===== config.mk =====
export PLATFORM = sky130hd
export DESIGN_NAME = wqc_write_port
export DESIGN_NICKNAME = d
export VERILOG_FILES = /design/src/hdl/wqc_pkg.sv /design/src/hdl/wqc_write_port.sv /design/src/hdl/wqc_fifo.sv
export VERILOG_INCLUDE_DIRS = /design/src /design/src/hdl
export SDC_FILE = /design/constraint.sdc
export NUM_CORES = 1
export LEC_CHECK = 0
export ABC_AREA = 1
export BUFFER_PORTS_ARGS = -buffer_cell sky130_fd_sc_hd__buf_4
export CORE_UTILIZATION = 35
export DETAILED_ROUTE_END_ITERATION = 8
export GPL_TIMING_DRIVEN = 1
export SLEW_MARGIN = 20
export SYNTH_ARGS = -nofsm -noshare
export SYNTH_HDL_FRONTEND = slang
export SYNTH_HIERARCHICAL = 1
export SYNTH_SLANG_ARGS = --single-unit

===== constraint.sdc =====
create_clock -name sys_clk -period 34 [get_ports sys_clk]
set_clock_uncertainty 0.15 [all_clocks]
set_input_delay 5.1 -clock sys_clk [delete_from_list [all_inputs] [get_ports sys_clk]]
set_output_delay 5.1 -clock sys_clk [all_outputs]
set_load 0.05 [all_outputs]

===== src/hdl/wqc_map.svh =====
`ifndef WQC_MAP_SVH
`define WQC_MAP_SVH

// data word width of the write port
`define WQC_DATA_W 40
// words held in the capture buffer memory; its output register holds one more
`define WQC_FIFO_DEPTH 8
// cycles after reset release before the rate strap is taken
`define WQC_ARM_CYCLES 2'h3

`endif


===== src/hdl/wqc_pkg.sv =====
package wqc_pkg;

    // write rate taken from the strap
    typedef enum logic {RATE_SDR, RATE_DDR} wqc_rate_e;

    // port phase after reset
    typedef enum logic {PH_ARM, PH_RUN} wqc_phase_e;

    // control pins of the write port, sampled together
    typedef struct packed {
        logic wrClk;
        logic enN;
        logic selN;
        logic rate;
    } wqc_ctl_s;

endpackage


===== src/hdl/wqc_write_port.sv =====
`timescale 1ns/10ps
`include "wqc_map.svh"

module wqc_write_port #(
    parameter int DATA_W = `WQC_DATA_W,
    parameter int DEPTH = `WQC_FIFO_DEPTH
) (
    // clock and reset
    input wire logic sys_clk,
    input wire logic nrst,
    // host write pins
    input wire logic wrClk,
    input wire logic writeEnableN,
    input wire logic writePortSelectN,
    input wire logic [DATA_W-1:0] wrData,
    // rate strap
    input wire logic writeRateSelect,
    // status
    output logic wrFull,
    output logic wrOverflow,
    output logic ddrMode,
    // captured words
    output logic outValid,
    input wire logic outReady,
    output logic [DATA_W-1:0] outData
);

    typedef struct packed {
        wqc_pkg::wqc_ctl_s ctl1;
        wqc_pkg::wqc_ctl_s ctl2;
        wqc_pkg::wqc_ctl_s ctl3;
        logic [DATA_W-1:0] dat1;
        logic [DATA_W-1:0] dat2;
        logic [DATA_W-1:0] dat3;
        logic clkLvl;
        wqc_pkg::wqc_phase_e phase;
        logic [1:0] armCnt;
        wqc_pkg::wqc_rate_e rate;
        logic riseQual;
        logic capValid;
        logic [DATA_W-1:0] capData;
        logic overflow;
    } wqc_top_s;

    logic rstMeta_q;
    logic rstSync_q;
    wqc_top_s q;
    wqc_top_s d;
    logic fifoReady;
    logic clkStable;
    logic riseEdge;
    logic fallEdge;
    logic pinQual;
    logic holdBusy;
    logic newWord;

    ////////////////////////////////////////////////////////////////////////
    // reset release
    always_ff @(posedge sys_clk or negedge nrst) begin
        if (!nrst) begin
            rstMeta_q <= 1'b0;
            rstSync_q <= 1'b0;
        end else begin
            rstMeta_q <= 1'b1;
            rstSync_q <= rstMeta_q;
        end
    end

    ////////////////////////////////////////////////////////////////////////
    // edge detection on the sampled write clock
    assign clkStable = (q.ctl2.wrClk == q.ctl3.wrClk);
    assign riseEdge = clkStable && q.ctl3.wrClk && !q.clkLvl;
    assign fallEdge = clkStable && !q.ctl3.wrClk && q.clkLvl;
    assign pinQual = !q.ctl3.enN && !q.ctl3.selN;
    assign holdBusy = q.capValid && !fifoReady;

    always_comb begin
        d = q;
        newWord = 1'b0;
        d.ctl1 = '{wrClk: wrClk, enN: writeEnableN,
                   selN: writePortSelectN, rate: writeRateSelect};
        d.ctl2 = q.ctl1;
        d.ctl3 = q.ctl2;
        d.dat1 = wrData;
        d.dat2 = q.dat1;
        d.dat3 = q.dat2;
        d.overflow = 1'b0;
        if (clkStable) begin
            d.clkLvl = q.ctl3.wrClk;
        end
        if (q.phase == wqc_pkg::PH_ARM) begin
            if (q.armCnt == `WQC_ARM_CYCLES) begin
                d.rate = wqc_pkg::wqc_rate_e'(q.ctl3.rate);
                d.phase = wqc_pkg::PH_RUN;
            end else begin
                d.armCnt = q.armCnt + 2'h1;
            end
        end else begin
            if (riseEdge) begin
                d.riseQual = pinQual;
                newWord = pinQual;
            end
            if (fallEdge && q.rate == wqc_pkg::RATE_DDR) begin
                newWord = q.riseQual;
            end
        end
        // a word arriving while the hold register is stalled is lost
        if (newWord && holdBusy) begin
            d.overflow = 1'b1;
        end else if (newWord) begin
            d.capValid = 1'b1;
            d.capData = q.dat3;
        end else begin
            d.capValid = holdBusy;
        end
    end

    always_ff @(posedge sys_clk or negedge rstSync_q) begin
        if (!rstSync_q) begin
            q <= '0;
        end else begin
            q <= d;
        end
    end

    ////////////////////////////////////////////////////////////////////////
    // capture buffer
    wqc_fifo #(
        .WIDTH(DATA_W),
        .DEPTH(DEPTH)
    ) u_fifo (
        .clk(sys_clk),
        .rstN(rstSync_q),
        .inValid(q.capValid),
        .inReady(fifoReady),
        .inData(q.capData),
        .outValid(outValid),
        .outReady(outReady),
        .outData(outData)
    );

    assign wrFull = holdBusy || !fifoReady;
    assign wrOverflow = q.overflow;
    assign ddrMode = (q.rate == wqc_pkg::RATE_DDR);
endmodule


===== src/hdl/wqc_fifo.sv =====
`timescale 1ns/10ps
`include "wqc_map.svh"

module wqc_fifo #(
    parameter int WIDTH = `WQC_DATA_W,
    parameter int DEPTH = `WQC_FIFO_DEPTH
) (
    // clock and reset
    input wire logic clk,
    input wire logic rstN,
    // fill side
    input wire logic inValid,
    output logic inReady,
    input wire logic [WIDTH-1:0] inData,
    // drain side
    output logic outValid,
    input wire logic outReady,
    output logic [WIDTH-1:0] outData
);

    localparam int AW = (DEPTH > 1) ? $clog2(DEPTH) : 1;
    localparam int CW = $clog2(DEPTH + 1);

    typedef struct packed {
        logic [DEPTH-1:0][WIDTH-1:0] mem;
        logic [AW-1:0] wrPtr;
        logic [AW-1:0] rdPtr;
        logic [CW-1:0] cnt;
        logic [WIDTH-1:0] oData;
        logic oValid;
    } wqc_fifo_s;

    function automatic logic [AW-1:0] nextPtr(input logic [AW-1:0] p);
        if (p == AW'(DEPTH - 1)) begin
            nextPtr = '0;
        end else begin
            nextPtr = p + 1'b1;
        end
    endfunction

    wqc_fifo_s q;
    wqc_fifo_s d;
    logic push;
    logic pop;

    assign inReady = (q.cnt != CW'(DEPTH));
    assign outValid = q.oValid;
    assign outData = q.oData;

    ////////////////////////////////////////////////////////////////////////
    // read data always leaves through the output register
    always_comb begin
        d = q;
        push = inValid && inReady;
        pop = (q.cnt != '0) && (!q.oValid || outReady);
        if (q.oValid && outReady) begin
            d.oValid = 1'b0;
        end
        if (pop) begin
            d.oData = q.mem[q.rdPtr];
            d.oValid = 1'b1;
            d.rdPtr = nextPtr(q.rdPtr);
        end
        if (push) begin
            d.mem[q.wrPtr] = inData;
            d.wrPtr = nextPtr(q.wrPtr);
        end
        if (push && !pop) begin
            d.cnt = q.cnt + 1'b1;
        end else if (pop && !push) begin
            d.cnt = q.cnt - 1'b1;
        end
    end

    always_ff @(posedge clk or negedge rstN) begin
        if (!rstN) begin
            q <= '0;
        end else begin
            q <= d;
        end
    end
endmodule


==> Word level (Yosys, flattened, before mapping) <==
Index checks and enable logic that the tools add are counted.
{ "word_totals": {"word_cells": 105, "reg_bits": 553, "output_inout_bits": 44, "input_bits": 47} }
{ "op_classes": {"n_eq_ne": 5, "order_cmp": 3, "n_addsub": 5, "n_bitwise": 3, "n_mux": 20, "n_reduce_logical": 31} }
{ "ops": {"columns": ["operator", "count"], "rows": [
  ["bitwise mux 320 bit", 1],
  ["binary-select mux 40 bit (select 3 bit)", 1],
  ["demux 40 bit (select 3 bit)", 1],
  ["2-to-1 mux 40 bit", 2],
  ["logical AND 1 bit", 14],
  ["2-to-1 mux 4 bit", 3],
  ["2-to-1 mux 1 bit", 9],
  ["logical NOT 1 bit", 8],
  ["< comparator 3 x 4 -> 1 bit, second input constant", 2],
  ["AND reduction 2 bit", 4],
  ["adder 3 x 1 -> 3 bit, second input constant", 2],
  ["== test 3 bit, second input constant", 2],
  ["2-to-1 mux 3 bit", 2],
  ["adder 4 x 1 -> 4 bit, second input constant", 1],
  ["inequality test 4 bit, second input constant", 1],
  ["nonzero test 2 bit", 2],
  ["nonzero test 4 bit", 1],
  ["subtractor 4 x 1 -> 4 bit, second input constant", 1],
  [">= comparator 3 x 1 -> 1 bit, second input constant", 1],
  ["inverter 1 bit", 3],
  ["adder 2 x 1 -> 2 bit, second input constant", 1],
  ["== test 2 bit, second input constant", 1],
  ["logical OR 1 bit", 2],
  ["2-to-1 mux 2 bit", 1],
  ["== test 1 bit", 1]
]} }

==> Longest topological paths before layout <==
{ "depth": {"word_depth": 9, "depth_mapped": 16, "depth_no_buf": 14} }

==> Cells and area by module <==
Netlist, hierarchy kept.
{ "by_module_without_submodules": {"columns": ["mod", "seq_area_each_um2", "n_inst", "cells_per_inst", "area_each_um2"], "rows": [
  ["wqc_fifo", 9283.9, 1, 2625, 19013.2],
  ["wqc_write_port", 4554.4, 1, 353, 5405.2]
]} }

==> Worst setup path before layout <==
No wires, ideal clock.
{ "synth_timing": {"path_type": "input to register", "from": "input port outReady", "to": "register u_fifo/q[44] (netlist bit)", "t_arrival_ps": 6738, "setup_ps": 116, "stages": 12, "path_buffers": 1, "setup_slack_ps": 26995, "required_time_ps": 33734, "path_cell_list": "nor2_1 > inv_1 > nand2_1 > clkbuf_1 > ha_1 > inv_1 > ha_1 > or2_2 > nand3_1 > nand2_1 > nand2_1 > nand2_1"} }
{ "synth_via": {"elab_chain_cells": 5} }
{ "synth_rtl": {"columns": ["item", "line", "rtl"], "rows": [
  ["start: declaration", "wqc_write_port.sv:24", "input wire logic outReady,"],
  ["logical OR 1 bit *", "wqc_fifo.sv:55", "pop = (q.cnt != '0) && (!q.oValid || outReady);"],
  ["logical AND 1 bit *", "wqc_fifo.sv:55", null],
  ["logical NOT 1 bit", "wqc_fifo.sv:68", "if (push && !pop) begin"],
  ["logical AND 1 bit", "wqc_fifo.sv:68", null],
  ["2-to-1 mux 4 bit or nonzero test 2 bit (tied branches)", null, null],
  ["end signal: assignment", "wqc_fifo.sv:77", "q <= '0;"],
  ["end signal: assignment", "wqc_fifo.sv:79", "q <= d;"],
  ["end: declaration", "wqc_fifo.sv:41", "wqc_fifo_s q;"]
]} }
Mark *: on every way between the ends. The rest lies on a longest branch, timed or not.
A chain may end at the register's enable or synchronous reset.

==> Worst setup path after layout <==
{ "layout_timing": {"from": "register u_fifo/q[41] (netlist bit)", "to": "output port wrFull"} }
{ "layout_via": {"elab_chain_cells": 4} }
{ "layout_rtl": {"columns": ["item", "line", "rtl"], "rows": [
  ["inequality test 4 bit *", "wqc_fifo.sv:46", "assign inReady = (q.cnt != CW'(DEPTH));"],
  ["named net fifoReady", "wqc_write_port.sv:49", "logic fifoReady;"],
  ["logical NOT 1 bit *", "wqc_write_port.sv:75, wqc_write_port.sv:142", null],
  ["logical AND 1 bit", "wqc_write_port.sv:75", "assign holdBusy = q.capValid && !fifoReady;"],
  ["logical OR 1 bit *", "wqc_write_port.sv:142", "assign wrFull = holdBusy || !fifoReady;"],
  ["end: declaration", "wqc_write_port.sv:19", "output logic wrFull,"]
]} }
The timed path passes the listed nets; every way through them passes the cells marked *.

==> impl_metrics.env <==
export IMPL_io_buffers=90
export IMPL_status="completed"
export IMPL_start_util_pct=35.5
export IMPL_cp_required_ps=28750
export IMPL_clock_sinks=553
export IMPL_antenna_left=0
export IMPL_drc_errors=0
export IMPL_hold_path_startpoint="d[175]$_DFF_PN0_"
export IMPL_synth_seq_cells=553
export IMPL_ir_drop_mv=0.0402
export IMPL_power_density_nw_per_um2=82.8
export IMPL_die_h_um=266
export IMPL_use_met3_pct=2.79
export IMPL_ctsResizeCount=0
export IMPL_worst_pin_slew_ps=1130
export IMPL_nFillCells=7047
export IMPL_nets=2955
export IMPL_synthMuxAreaShare_pct=0
export IMPL_via_count=18800
export IMPL_cp_cell_sequence="nor2_1 > nand3_1 > inv_1 > buf_4"
export IMPL_crit_path_start_kind="flop"
export IMPL_synth_distinct_cells=26
export IMPL_grt_pass1_wl_mm=108
export IMPL_synth_compound_area_share_pct=0.231
export IMPL_seqPwrFrac_pct=40.4
export IMPL_max_freq_mhz=146
export IMPL_synth_net_count=3036
export IMPL_hold_class="flop to flop"
export IMPL_p_clk_share_pct=27.3
export IMPL_crit_slowest_cell="dfrtp_1"
export IMPL_finalSetupViolations=0
export IMPL_root_buffer="clkbuf_16"
export IMPL_maxSlewViolCount=0
export IMPL_power_leakage_uw=0.0142
export IMPL_yosys_area_share_simple_pct=32.2
export IMPL_cts_buffers=56
export IMPL_routedWlPerCell_um=17.7
export IMPL_cts_setup_buffers=0
export IMPL_crit_type="flop to primary output"
export IMPL_dieArea_um2=70800
export IMPL_cp_data_arrival_time_ps=1610
export IMPL_clk_pin_slew_ps=60
export IMPL_use_met1_pct=27.4
export IMPL_first_iter_violations=1873
export IMPL_coreArea_um2=68800
export IMPL_maxCapViolCount=0
export IMPL_drive_gt1_share_pct=8.17
export IMPL_critPathMaxFanout=4
export IMPL_synth_area_um2=24400
export IMPL_slowest_delay_ps=430
export IMPL_r2r_start="u_fifo/q[41]$_DFFE_PN0P_"
export IMPL_wirelength_mm=68.3
export IMPL_synth_cells=2978
export IMPL_yosysSeqAreaShare_pct=56.7
export IMPL_overflow=0
export IMPL_synth_xor_area_share_pct=0.108
export IMPL_dieWidth_um=266
export IMPL_synth_top_area_share_pct=56.7
export IMPL_totalNegativeSetupSlack_ps=0
export IMPL_synthAdderAreaFrac_pct=0.594
export IMPL_critPathLaunch="u_fifo/q[41]$_DFFE_PN0P_"
export IMPL_cts_tree="yes"
export IMPL_power_frac_comb_pct=32.3
export IMPL_gp_congestion=0.764
export IMPL_area_growth_pct=10.2
export IMPL_antennaDiodeCount=0
export IMPL_crit_family="flip-flops"
export IMPL_htree_levels=2
export IMPL_rows=96
export IMPL_switchingPower_uw=900
export IMPL_worstSetupEndpointType="primary output"
export IMPL_hold_buffers=0
export IMPL_hpwlAfterDp_mm=34.8
export IMPL_slew_headroom_pct=24.4
export IMPL_antenna_found_initial=0
export IMPL_grt_use_total_pct=19.5
export IMPL_grt_busiest_layer="met2"
export IMPL_synth_top_family_by_area="simple AND/OR/NAND/NOR gates"
export IMPL_grt_max_degree=100
export IMPL_internal_power_uw=1330
export IMPL_clockBufferDepth=3
export IMPL_viasPerCell=4.85
export IMPL_synth_top_area_cell="dfrtp_1"
export IMPL_hold_viol=0
export IMPL_rsz0062_at_grt="no"
export IMPL_ioPinCount=91
export IMPL_met2_usage_pct=31.6
export IMPL_total_power_uw=2230
export IMPL_yosysWarningCount=6
export IMPL_avgSynthCellArea_um2=8.20
export IMPL_netlist_top_cells_area="dfrtp_1, nand2_1, nand3_1"
export IMPL_insertion_delay_ps=630
export IMPL_period_minus_slack_ps=6860
export IMPL_drtPass1Iterations=8
export IMPL_grt_pass1_vias=17900
export IMPL_min_period_over_period_pct=20.2
export IMPL_swShare_pct=40.4
export IMPL_path_buf_inv=2
-- state kept, by name (all words and copies together), names as in the netlist --
register,flops
ddrMode,1
u_fifo/q,330
q,90
rstSync_q,1
wrOverflow,1
d,88
u_fifo/outData,40
u_fifo/outValid,1
rstMeta_q,1
-- logic make-up (layout without fill, tap and decap cells) --
| kind of cell | count (synthesis) | after routing |
|---|---|---|
| buffers and inverters | 529 | 487 |
| AND/OR/NAND/NOR | 1870 | 1870 |
| XOR/XNOR | 3 | 3 |
| adder cells (fa/ha/maj) | 11 | 11 |
| flip-flops | 553 | 553 |
| other | 1 | 1 |
| AO/OA/AOI/OAI | 11 | 11 |
-- layout by cell type, fill, tap and decap left out --
cell | synthesis | final
a21oi_1 | 1 | 1
a31oi_1 | 1 | 1
buf_4 | 47 | 128
bufinv_16 | 0 | 3
clkbuf_1 | 61 | 11
clkbuf_16 | 0 | 56
clkbuf_8 | 0 | 13
clkinv_2 | 0 | 12
clkinv_8 | 0 | 1
conb_1 | 1 | 1
dfrtp_1 | 553 | 548
dfrtp_2 | 0 | 3
dfrtp_4 | 0 | 2
fa_1 | 1 | 1
ha_1 | 10 | 10
inv_1 | 256 | 256
inv_2 | 6 | 4
inv_4 | 0 | 1
inv_6 | 0 | 1
inv_8 | 0 | 1
nand2_1 | 1243 | 1240
nand2_2 | 2 | 5
nand3_1 | 564 | 564
nand3_4 | 1 | 1
nand4_1 | 41 | 41
nor2_1 | 15 | 9
nor2_4 | 0 | 8
nor3_1 | 1 | 1
o21ai_0 | 9 | 9
or2_2 | 1 | 1
xnor2_1 | 2 | 2
xor2_1 | 1 | 1
-- worst paths after layout --
kind / slack [ps] / endpoint / depth (start not counted)
max in group asynchronous: 29490 / rstSync_q$_DFF_PN0_ / 1
hold reg to reg: 190 / d[171]$_DFF_PN0_ / 0
setup reg to reg: 29550 / u_fifo/q[204]$_DFFE_PN0P_ / 10
setup / recovery: 27140 / wrFull / 4
hold / removal: 190 / d[171]$_DFF_PN0_ / 0
min in group asynchronous: 260 / d[108]$_DFF_PN0_ / 0
-- metal layers --
metal	routed length, µm	vias up	part of all wire, %
met1	30600	9093	45
li1	-	9004	-
met4	1420	0	2.1
met3	4340	92	6.4
met2	32000	573	47
met5	0	-	0
-- metrics by stage --
| step | setup slack [ps] | instances | util (%) | hold slack, ps | area, µm² |
|---|---|---|---|---|---|
| finish | 27140 | 3867 | 39.1 | 191 | 26900 |
| global route | 26970 | 3867 | 39.1 | 199 | 26900 |
| CTS | 27120 | 3867 | 39.1 | 194 | 26900 |
| detailed placement | 26540 | 3770 | 36.5 | 185 | 25100 |
| global placement | 26560 | 3770 | 36.5 | 182 | 25100 |
| floorplan | 17300 | 2978 | - | 181 | 24400 |
-- Yosys cell counts --
master       n
or2_2        1
buf_4       47
nand2_2      2
xor2_1       1
fa_1         1
nand3_4      1
nor3_1       1
dfrtp_1    553
buf_2       76
buf_1       19
nor2_2       2
o21ai_0      9
nand4_1     41
conb_1       1
a21oi_1      1
nor2_1      15
clkbuf_1    61
buf_6       25
inv_1      256
nand2_1   1243
inv_2        6
xnor2_1      2
a31oi_1      1
nand3_1    564
clkbuf_2    39
ha_1        10
-- final cells by class --
class	instances	area (µm²)	area share [%]
multi-input combinational	1896	8150	30.3
inverter	262	993	3.69
clock inverter	17	175	0.651
clock buffer	80	1620	6.02
timing repair buffer	128	961	3.57
sequential	553	13800	51.5
tap	931	1160	4.33
-- power by group through the flow --
stage	Sequential (µW)	Combinational, µW	Clock, µW
final	899	720	609
after CTS	898	722	626
after global routing	917	795	649
after global placement	908	714	0
after detailed placement	909	719	0
after floorplan	852	560	0
Power figures use the tool's default switching activity.
